## src/epil_params.svh

```systemverilog
// register offsets, field positions, vector addresses for the external pin interrupt latch
// assumes a 32-bit classic wishbone slave with byte addresses
`ifndef EPIL_PARAMS_SVH
`define EPIL_PARAMS_SVH
`define EPIL_ADDR_W 4
`define EPIL_STATUS_CONTROL_OFS 4'h0
`define EPIL_BREAK_CTRL_OFS 4'h4
`define EPIL_VECTOR_OFS 4'h8
`define EPIL_MODE_BIT 0
`define EPIL_MASK_BIT 1
`define EPIL_CLEAR_BIT 2
`define EPIL_PEND_BIT 3
`define EPIL_PIN_LEVEL_BIT 4
`define EPIL_BREAK_CLEAR_ENABLE_BIT_BIT 0
`define EPIL_BREAK_STATE_BIT 1
`define EPIL_VECTOR_HI 16'hfffa
`define EPIL_VECTOR_LO 16'hfffb
`endif

```

## src/epil_pkg.sv

```systemverilog
// types for the external pin interrupt latch
// assumes nothing beyond the params header
package epil_pkg;
  typedef enum logic [1:0] {EPIL_IDLE, EPIL_ACK} epil_bus_t;
endpackage : epil_pkg

```

## src/epil_pin_sync.sv

```systemverilog
// two-stage synchroniser and falling-edge detector for the pin
// assumes the pin is asynchronous to mclk and idles high
`timescale 1ns/100ps
module epil_pin_sync (
  // clock
  input wire logic mclk,
  input wire logic rst,
  input wire logic ce,
  // pin
  input wire logic extIntPinN,
  // result
  output logic pinLow,
  output logic fallEdge
);
  logic meta;
  logic sync;
  logic prev;
  logic next_meta;
  logic next_sync;
  logic next_prev;
  always_comb
  begin
    next_meta = ce ? extIntPinN : meta;
    next_sync = ce ? meta : sync;
    next_prev = ce ? sync : prev;
  end
  always_ff @(posedge mclk or posedge rst)
  begin
    if (rst)
    begin
      meta <= 1'b1;
      sync <= 1'b1;
      prev <= 1'b1;
    end
    else
    begin
      meta <= next_meta;
      sync <= next_sync;
      prev <= next_prev;
    end
  end
  // high sample then low sample; meta only feeds sync
  assign fallEdge = prev & ~sync;
  assign pinLow = ~sync;
endmodule : epil_pin_sync

```

## src/epil_latch.sv

```systemverilog
// request latch with edge or edge-and-level sensitivity
// assumes ack is a one-cycle pulse on mclk
`timescale 1ns/100ps
module epil_latch (
  // clock
  input wire logic mclk,
  input wire logic rst,
  input wire logic ce,
  // events
  input wire logic fallEdge,
  input wire logic pinLow,
  input wire logic levelMode,
  input wire logic ack,
  // state
  output logic pending
);
  logic latch;
  logic next_latch;
  always_comb
  begin
    next_latch = latch;
    if (ce)
    begin
      if (ack)
        next_latch = 1'b0;
      // set wins over clear, a fresh edge is never lost
      if (fallEdge)
        next_latch = 1'b1;
    end
  end
  always_ff @(posedge mclk or posedge rst)
  begin
    if (rst)
      latch <= 1'b0;
    else
      latch <= next_latch;
  end
  // level mode keeps the request alive while the pin is low
  assign pending = latch | (levelMode & pinLow);
endmodule : epil_latch

```

## src/epil_top.sv

```systemverilog
// Summary of operation
// - a falling pin edge sets the request latch in either sensitivity.
// - the cpu vector-fetch acknowledge clears the latch.
// - writing 1 to the clear bit acts like a vector fetch acknowledge.
// - reset clears the latch and the sensitivity bit, even with pin low; a pin held low through reset still sets the latch three clocks later.
// - sensitivity 0 means falling edge only; acknowledge clears at once.
// - sensitivity 1 needs acknowledge and pin high, any order, to clear.
// - in level mode request stays pending while the pin is low.
// - mask set withholds the request from cpu priority logic.
// - an edge after a software acknowledge latches a new request.
// - the taken interrupt fetches its vector from the fixed address pair.
// - pending flag ignores the mask so software can poll.
// - clear bit is write-only and reads 0; reset clears it.
// - pending flag is read-only, 1 while pending.
// - in break state clear-bit writes work only when break clear-enable is 1.
//
// top of the external pin interrupt latch with a wishbone register slave
// assumes a classic wishbone master on mclk and an asynchronous pin
`timescale 1ns/100ps
`include "epil_params.svh"
module epil_top (
  // clock and reset
  input wire logic mclk,
  input wire logic rst,
  input wire logic ce,
  // wishbone slave
  input wire logic wb_cyc_i,
  input wire logic wb_stb_i,
  input wire logic wb_we_i,
  input wire logic [31:0] wb_adr_i,
  input wire logic [3:0] wb_sel_i,
  input wire logic [31:0] wb_dat_i,
  output logic [31:0] wb_dat_o,
  output logic wb_ack_o,
  output logic wb_err_o,
  // pin and cpu side
  input wire logic extIntPinN,
  input wire logic vectorFetchAck,
  input wire logic breakState,
  output logic irqRequest,
  output logic [15:0] vectorAddr
);
  logic pinLow;
  logic fallEdge;
  logic pending;
  logic levelMode;
  logic maskBit;
  logic breakClearEnable;
  logic next_levelMode;
  logic next_maskBit;
  logic next_breakClearEnable;
  logic next_irqRequest;
  logic [15:0] next_vectorAddr;
  epil_pkg::epil_bus_t busState;
  epil_pkg::epil_bus_t next_busState;
  logic [31:0] next_wb_dat_o;
  logic next_wb_ack_o;
  logic next_wb_err_o;
  logic accessNow;
  logic writeNow;
  logic hitCtrl;
  logic hitBreak;
  logic hitVector;
  logic swAck;
  logic ackAll;

  epil_pin_sync u_sync (
    .mclk(mclk),
    .rst(rst),
    .ce(ce),
    .extIntPinN(extIntPinN),
    .pinLow(pinLow),
    .fallEdge(fallEdge)
  );

  epil_latch u_latch (
    .mclk(mclk),
    .rst(rst),
    .ce(ce),
    .fallEdge(fallEdge),
    .pinLow(pinLow),
    .levelMode(levelMode),
    .ack(ackAll),
    .pending(pending)
  );

  // one access per request: answer once, then idle a cycle
  assign accessNow = wb_cyc_i & wb_stb_i & (busState == epil_pkg::EPIL_IDLE) & ce;
  assign writeNow = accessNow & wb_we_i & wb_sel_i[0];
  assign hitCtrl = (wb_adr_i[`EPIL_ADDR_W-1:0] == `EPIL_STATUS_CONTROL_OFS)
                   & (wb_adr_i[31:`EPIL_ADDR_W] == 28'h0000000);
  assign hitBreak = (wb_adr_i[`EPIL_ADDR_W-1:0] == `EPIL_BREAK_CTRL_OFS)
                    & (wb_adr_i[31:`EPIL_ADDR_W] == 28'h0000000);
  assign hitVector = (wb_adr_i[`EPIL_ADDR_W-1:0] == `EPIL_VECTOR_OFS)
                     & (wb_adr_i[31:`EPIL_ADDR_W] == 28'h0000000);
  // clear bit is a strobe, never stored; break state may lock it out
  assign swAck = writeNow & hitCtrl & wb_dat_i[`EPIL_CLEAR_BIT]
                 & (~breakState | breakClearEnable);
  assign ackAll = vectorFetchAck | swAck;

  always_comb
  begin
    next_levelMode = levelMode;
    next_maskBit = maskBit;
    next_breakClearEnable = breakClearEnable;
    next_busState = busState;
    next_wb_dat_o = wb_dat_o;
    // a low ce freezes the answer as well, so a pending ack is not lost
    next_wb_ack_o = wb_ack_o;
    next_wb_err_o = wb_err_o;
    next_irqRequest = irqRequest;
    next_vectorAddr = vectorAddr;
    if (ce)
    begin
      next_wb_ack_o = 1'b0;
      next_wb_err_o = 1'b0;
      next_irqRequest = pending & ~maskBit;
      next_vectorAddr = `EPIL_VECTOR_HI;
      case (busState)
        epil_pkg::EPIL_IDLE:
        begin
          if (accessNow)
          begin
            next_busState = epil_pkg::EPIL_ACK;
            next_wb_dat_o = 32'h00000000;
            if (hitCtrl | hitBreak | hitVector)
              next_wb_ack_o = 1'b1;
            else
              next_wb_err_o = 1'b1;
            if (hitCtrl)
            begin
              next_wb_dat_o[`EPIL_MODE_BIT] = levelMode;
              next_wb_dat_o[`EPIL_MASK_BIT] = maskBit;
              next_wb_dat_o[`EPIL_CLEAR_BIT] = 1'b0;
              next_wb_dat_o[`EPIL_PEND_BIT] = pending;
              next_wb_dat_o[`EPIL_PIN_LEVEL_BIT] = ~pinLow;
            end
            if (hitBreak)
            begin
              next_wb_dat_o[`EPIL_BREAK_CLEAR_ENABLE_BIT_BIT] = breakClearEnable;
              next_wb_dat_o[`EPIL_BREAK_STATE_BIT] = breakState;
            end
            if (hitVector)
              next_wb_dat_o[15:0] = `EPIL_VECTOR_HI;
            if (writeNow & hitCtrl)
            begin
              next_levelMode = wb_dat_i[`EPIL_MODE_BIT];
              next_maskBit = wb_dat_i[`EPIL_MASK_BIT];
            end
            if (writeNow & hitBreak)
              next_breakClearEnable = wb_dat_i[`EPIL_BREAK_CLEAR_ENABLE_BIT_BIT];
          end
        end
        epil_pkg::EPIL_ACK:
          next_busState = epil_pkg::EPIL_IDLE;
        default:
          next_busState = epil_pkg::EPIL_IDLE;
      endcase
    end
  end

  always_ff @(posedge mclk or posedge rst)
  begin
    if (rst)
    begin
      levelMode <= 1'b0;
      maskBit <= 1'b0;
      breakClearEnable <= 1'b0;
      busState <= epil_pkg::EPIL_IDLE;
      wb_dat_o <= 32'h00000000;
      wb_ack_o <= 1'b0;
      wb_err_o <= 1'b0;
      irqRequest <= 1'b0;
      vectorAddr <= 16'h0000;
    end
    else
    begin
      levelMode <= next_levelMode;
      maskBit <= next_maskBit;
      breakClearEnable <= next_breakClearEnable;
      busState <= next_busState;
      wb_dat_o <= next_wb_dat_o;
      wb_ack_o <= next_wb_ack_o;
      wb_err_o <= next_wb_err_o;
      irqRequest <= next_irqRequest;
      vectorAddr <= next_vectorAddr;
    end
  end
endmodule : epil_top

```

## config.mk

```make
export PLATFORM = sky130hd
export DESIGN_NAME = epil_top
export DESIGN_NICKNAME = d
export VERILOG_FILES = /design/src/epil_pkg.sv /design/src/epil_pin_sync.sv /design/src/epil_latch.sv /design/src/epil_top.sv
export VERILOG_INCLUDE_DIRS = /design/src
export SDC_FILE = /design/constraint.sdc
export NUM_CORES = 1
export LEC_CHECK = 0
export ABC_CLOCK_PERIOD_IN_PS = 1700
export BUFFER_PORTS_ARGS = -buffer_cell sky130_fd_sc_hd__buf_2
export CAP_MARGIN = 25
export CORE_MARGIN = 4
export CORE_UTILIZATION = 32
export CTS_BUF_LIST = sky130_fd_sc_hd__clkbuf_4 sky130_fd_sc_hd__clkbuf_8
export CTS_CLUSTER_SIZE = 12
export DETAILED_ROUTE_END_ITERATION = 10
export HOLD_SLACK_MARGIN = 0.15
export PLACE_DENSITY = 0.88
export RECOVER_POWER = 25
export SLEW_MARGIN = 20
export SYNTH_ARGS = -nofsm -noshare
export SYNTH_HDL_FRONTEND = slang
export SYNTH_SLANG_ARGS = --single-unit
```

## constraint.sdc

```tcl
create_clock -name mclk -period 1.7 [get_ports mclk]
set_clock_uncertainty 0.15 [all_clocks]
set_input_delay 0.34 -clock mclk [delete_from_list [all_inputs] [get_ports mclk]]
set_output_delay 0.34 -clock mclk [all_outputs]
set_load 0.05 [all_outputs]
```

==> results.md <==
- Worst Path Max Fanout: 3
- End of the worst register-to-register path: levelMode
- CTS tree: yes
- Chip Height: slightly below 70 um
- Critical path startpoint category: flop
- DPL Wire Length: approximately 2.3 mm
- Aggregate global routing overflow: 0
- Static leakage: between 0.8 and 0.9 nW
- Minimum setup slack in the final design: -0.1531 ns
- Worst-case headroom to the max-slew limit: 0.5892
- Final-report hold violation count: 0
- Port Buffers: 76
- Area fraction of the dominant cell type after synthesis: 0.3008
- Hold path endpoint: breakClearEnable
- Wire length of the first global-routing pass: 3.953 mm
- Number of cells traversed by the worst register-to-register path: 4
- Floorplan Core Area: approximately 3400 um2
- Flip-flop count of the largest register, all copies and words added: 5
- Routability-driven placement congestion ratio: 0.7877
- Maximum buffer depth of the clock tree: 2
- Via count: 987
- Type of the worst setup path: reg2reg
- Commonest non-fill, non-tap cells in the layout: 76 x sky130_fd_sc_hd__buf_2, 19 x sky130_fd_sc_hd__conb_1, 13 x sky130_fd_sc_hd__dfrtp_1, 8 x sky130_fd_sc_hd__nand2_1
- Biggest register: wb_dat_o
- Post-synthesis average cell area: 9.627 um2
- Layout area overhead: 33.19%
- Fin Setup TNS: -0.5221 ns
- IR drop worst, VDD: 0.4012 mV
- Most frequent standard cell in the layout excluding fill and tap cells: sky130_fd_sc_hd__buf_2
- Count of unresolved DRC violations after routing: 0
- Tightest Hold Check Type: in2reg
- Count of antenna diodes in the layout: 0
- Setup slack, reg-to-reg: -0.15 ns
- Cell area power density: about 610 nW/um2
- Number of top-level design ports: between 100 and 150
- Share of synthesized area occupied by flip-flops and latches: 0.3684
- Die footprint: 4670 um2
- Number of instances in the synthesized netlist: 121
- FF-to-FF Start: busState[0]
- Initial Utilization: 0.3410
- Final setup violation count: 4
- Highest Clock Rate: 539.6 MHz
- Data arrival time of the critical path: roughly 1.9 ns
- Fraction of layout instances using a drive strength above 1: 0.5914
- Number of max-cap violations: 0
- DRT antenna net count: 0
- Share of the core filled with cells: 0.4542
- CP required: ~1.7 ns
- Clock buffers created by TritonCTS: 3
- Clock Sinks: 17
- Most area-consuming cells after synthesis: sky130_fd_sc_hd__dfrtp_1 30%, sky130_fd_sc_hd__buf_4 28%, sky130_fd_sc_hd__dfstp_2 6.8%
- 1st-pass router iterations: 3
- Drt wl/cell: 12.00 um
- Worst skew pair latency: about 0.28 ns
- Placement row count: 21
- Post-route minimum period: approximately 1.9 ns
- Number of antenna violations at the first check in global routing: 0
- Final total power: 940.8 uW
- Unrepaired setup endpoints after global routing: true
- Vias in the first global route: a little over 900
- Per-cell via count in the routed design: 4.254
- Post-Syn Area: 1165 um2
- DRT Wirelength: about 2.8 mm
- Post-Place Worst Slack: -0.3536 ns
- Pin count of the biggest net entering global routing: 18
- Dominant cell type by area after synthesis: sky130_fd_sc_hd__dfrtp_1
- Number of distinct library cell variants in the gate-level netlist after synthesis: 31
- Hold path depth: 2
- Failing checks: negative setup slack
- Source of the worst hold timing path: wb_dat_i[0]
- Width of the chip: between 60 and 70 um
- Status: finished, violations left
- Warnings, synthesis: 0
- Synthesis-stage register bit count: 17
- Total global routing track utilization: 0.1107
- Final net count: 264
- Clock-pin slew on the worst setup and hold paths: 0.10 ns
- Kind of capture point of the worst setup path: flop
- Clock root buffer: sky130_fd_sc_hd__clkbuf_4
- Filler Cells Inserted: 349
- Count of routing violations after the opening detailed-route iteration: 6
- Tcrit/Tclk final: 1.090
- Tightest Pin Transition: 0.6155 ns
- Depth of the CTS H-tree: 1
- Final Max Tran Viols: 0
## worst max-delay path, cell delays in order (launching register included)
cell	delay [ns]
sky130_fd_sc_hd__dfrtp_1	0.40
sky130_fd_sc_hd__nand4b_4	0.18
sky130_fd_sc_hd__or3_4	0.43
sky130_fd_sc_hd__nor4_4	0.25
sky130_fd_sc_hd__mux2_4	0.33
## power by group
part / switching, mW / leakage [nW] / internal (mW)
sequential: 0.0137 / 0.214 / 0.433
clock: 0.122 / 0.0184 / 0.107
combinational: 0.183 / 0.599 / 0.0828
## final cells by class
class	instances	area (um2)	share of cell area
Inverter	7	26.28	0.01694
Timing Repair Buffer	87	473.0	0.3048
Sequential cell	17	430.4	0.2774
Multi-Input combinational cell	71	534.3	0.3444
Tap cell	46	57.56	0.03710
Clock buffer	4	30.03	0.01935
## Yosys cell counts
library cell and n:
sky130_fd_sc_hd__a211o_1 1, sky130_fd_sc_hd__a211oi_1 1, sky130_fd_sc_hd__a21o_1 1, sky130_fd_sc_hd__a21oi_1 2, sky130_fd_sc_hd__a22o_1 1, sky130_fd_sc_hd__and2_1 1
sky130_fd_sc_hd__buf_4 43, sky130_fd_sc_hd__clkbuf_1 1, sky130_fd_sc_hd__conb_1 1, sky130_fd_sc_hd__dfrtp_1 14, sky130_fd_sc_hd__dfstp_2 3, sky130_fd_sc_hd__inv_1 7
sky130_fd_sc_hd__mux2_2 5, sky130_fd_sc_hd__mux2i_1 1, sky130_fd_sc_hd__nand2_1 8, sky130_fd_sc_hd__nand2b_1 1, sky130_fd_sc_hd__nand3_1 1, sky130_fd_sc_hd__nand4_1 2
sky130_fd_sc_hd__nand4b_4 1, sky130_fd_sc_hd__nor2_1 2, sky130_fd_sc_hd__nor2b_1 1, sky130_fd_sc_hd__nor4_1 8, sky130_fd_sc_hd__nor4_4 1, sky130_fd_sc_hd__o21ai_0 3
sky130_fd_sc_hd__o2bb2ai_1 1, sky130_fd_sc_hd__o311ai_0 1, sky130_fd_sc_hd__o31ai_1 5, sky130_fd_sc_hd__or2_2 1, sky130_fd_sc_hd__or3_1 1, sky130_fd_sc_hd__or3_4 1
sky130_fd_sc_hd__or4_1 1
## metal layers
metal	track usage	up-vias	routed length (um)
li1	-	487	-
met1	0.1337	461	1029
met2	0.1865	35	1540
met3	0.02299	4	176
met4	0.05211	0	36
met5	0	-	0
## worst max-delay path by stage
stage / startpoint / endpoint / slack (ns) / cells past startpoint
after global placement: wb_adr_i[11] / levelMode / -0.28 / 5
after CTS: busState[0] / levelMode / -0.15 / 4
after global routing: busState[0] / levelMode / -0.20 / 4
after floorplan: ce / levelMode / -0.16 / 5
after detailed placement: wb_adr_i[29] / levelMode / -0.35 / 5
final: busState[0] / levelMode / -0.15 / 4
## stage by stage
| step | instances | instance area (um2) | hold slack [ns] |
|---|---|---|---|
| 2_1_floorplan | 139 | 1262 | 0.1139 |
| 3_3_place_gp | 221 | 1396 | 0.2876 |
| 3_5_place_dp | 221 | 1396 | 0.2981 |
| 4_1_cts | 230 | 1494 | 0.1501 |
| 5_1_grt | 232 | 1551 | 0.1546 |
| 6_report | 232 | 1551 | 0.1574 |
## repair_timing
action / in CTS / in global routing
resized for setup: 4 / 9
pin swaps: 4 / 2
setup buffers: 2 / 1
endpoints found under the hold margin: 16 / 1
hold buffers: 3 / 1
endpoints found under the setup margin: 5 / 22
## cell families (layout without fill, tap and decap cells)
logic type | count (synthesis) | in the layout | synth area share
AOI/OAI and AO/OA | 16 | 16 | 0.09668
buffers and inverters | 51 | 98 | 0.3029
DFF | 17 | 17 | 0.3684
muxes | 6 | 6 | 0.05692
other | 1 | 19 | 0.003219
and+or+nand+nor | 30 | 30 | 0.1719
No activity file was read; power rests on OpenSTA's default activity.
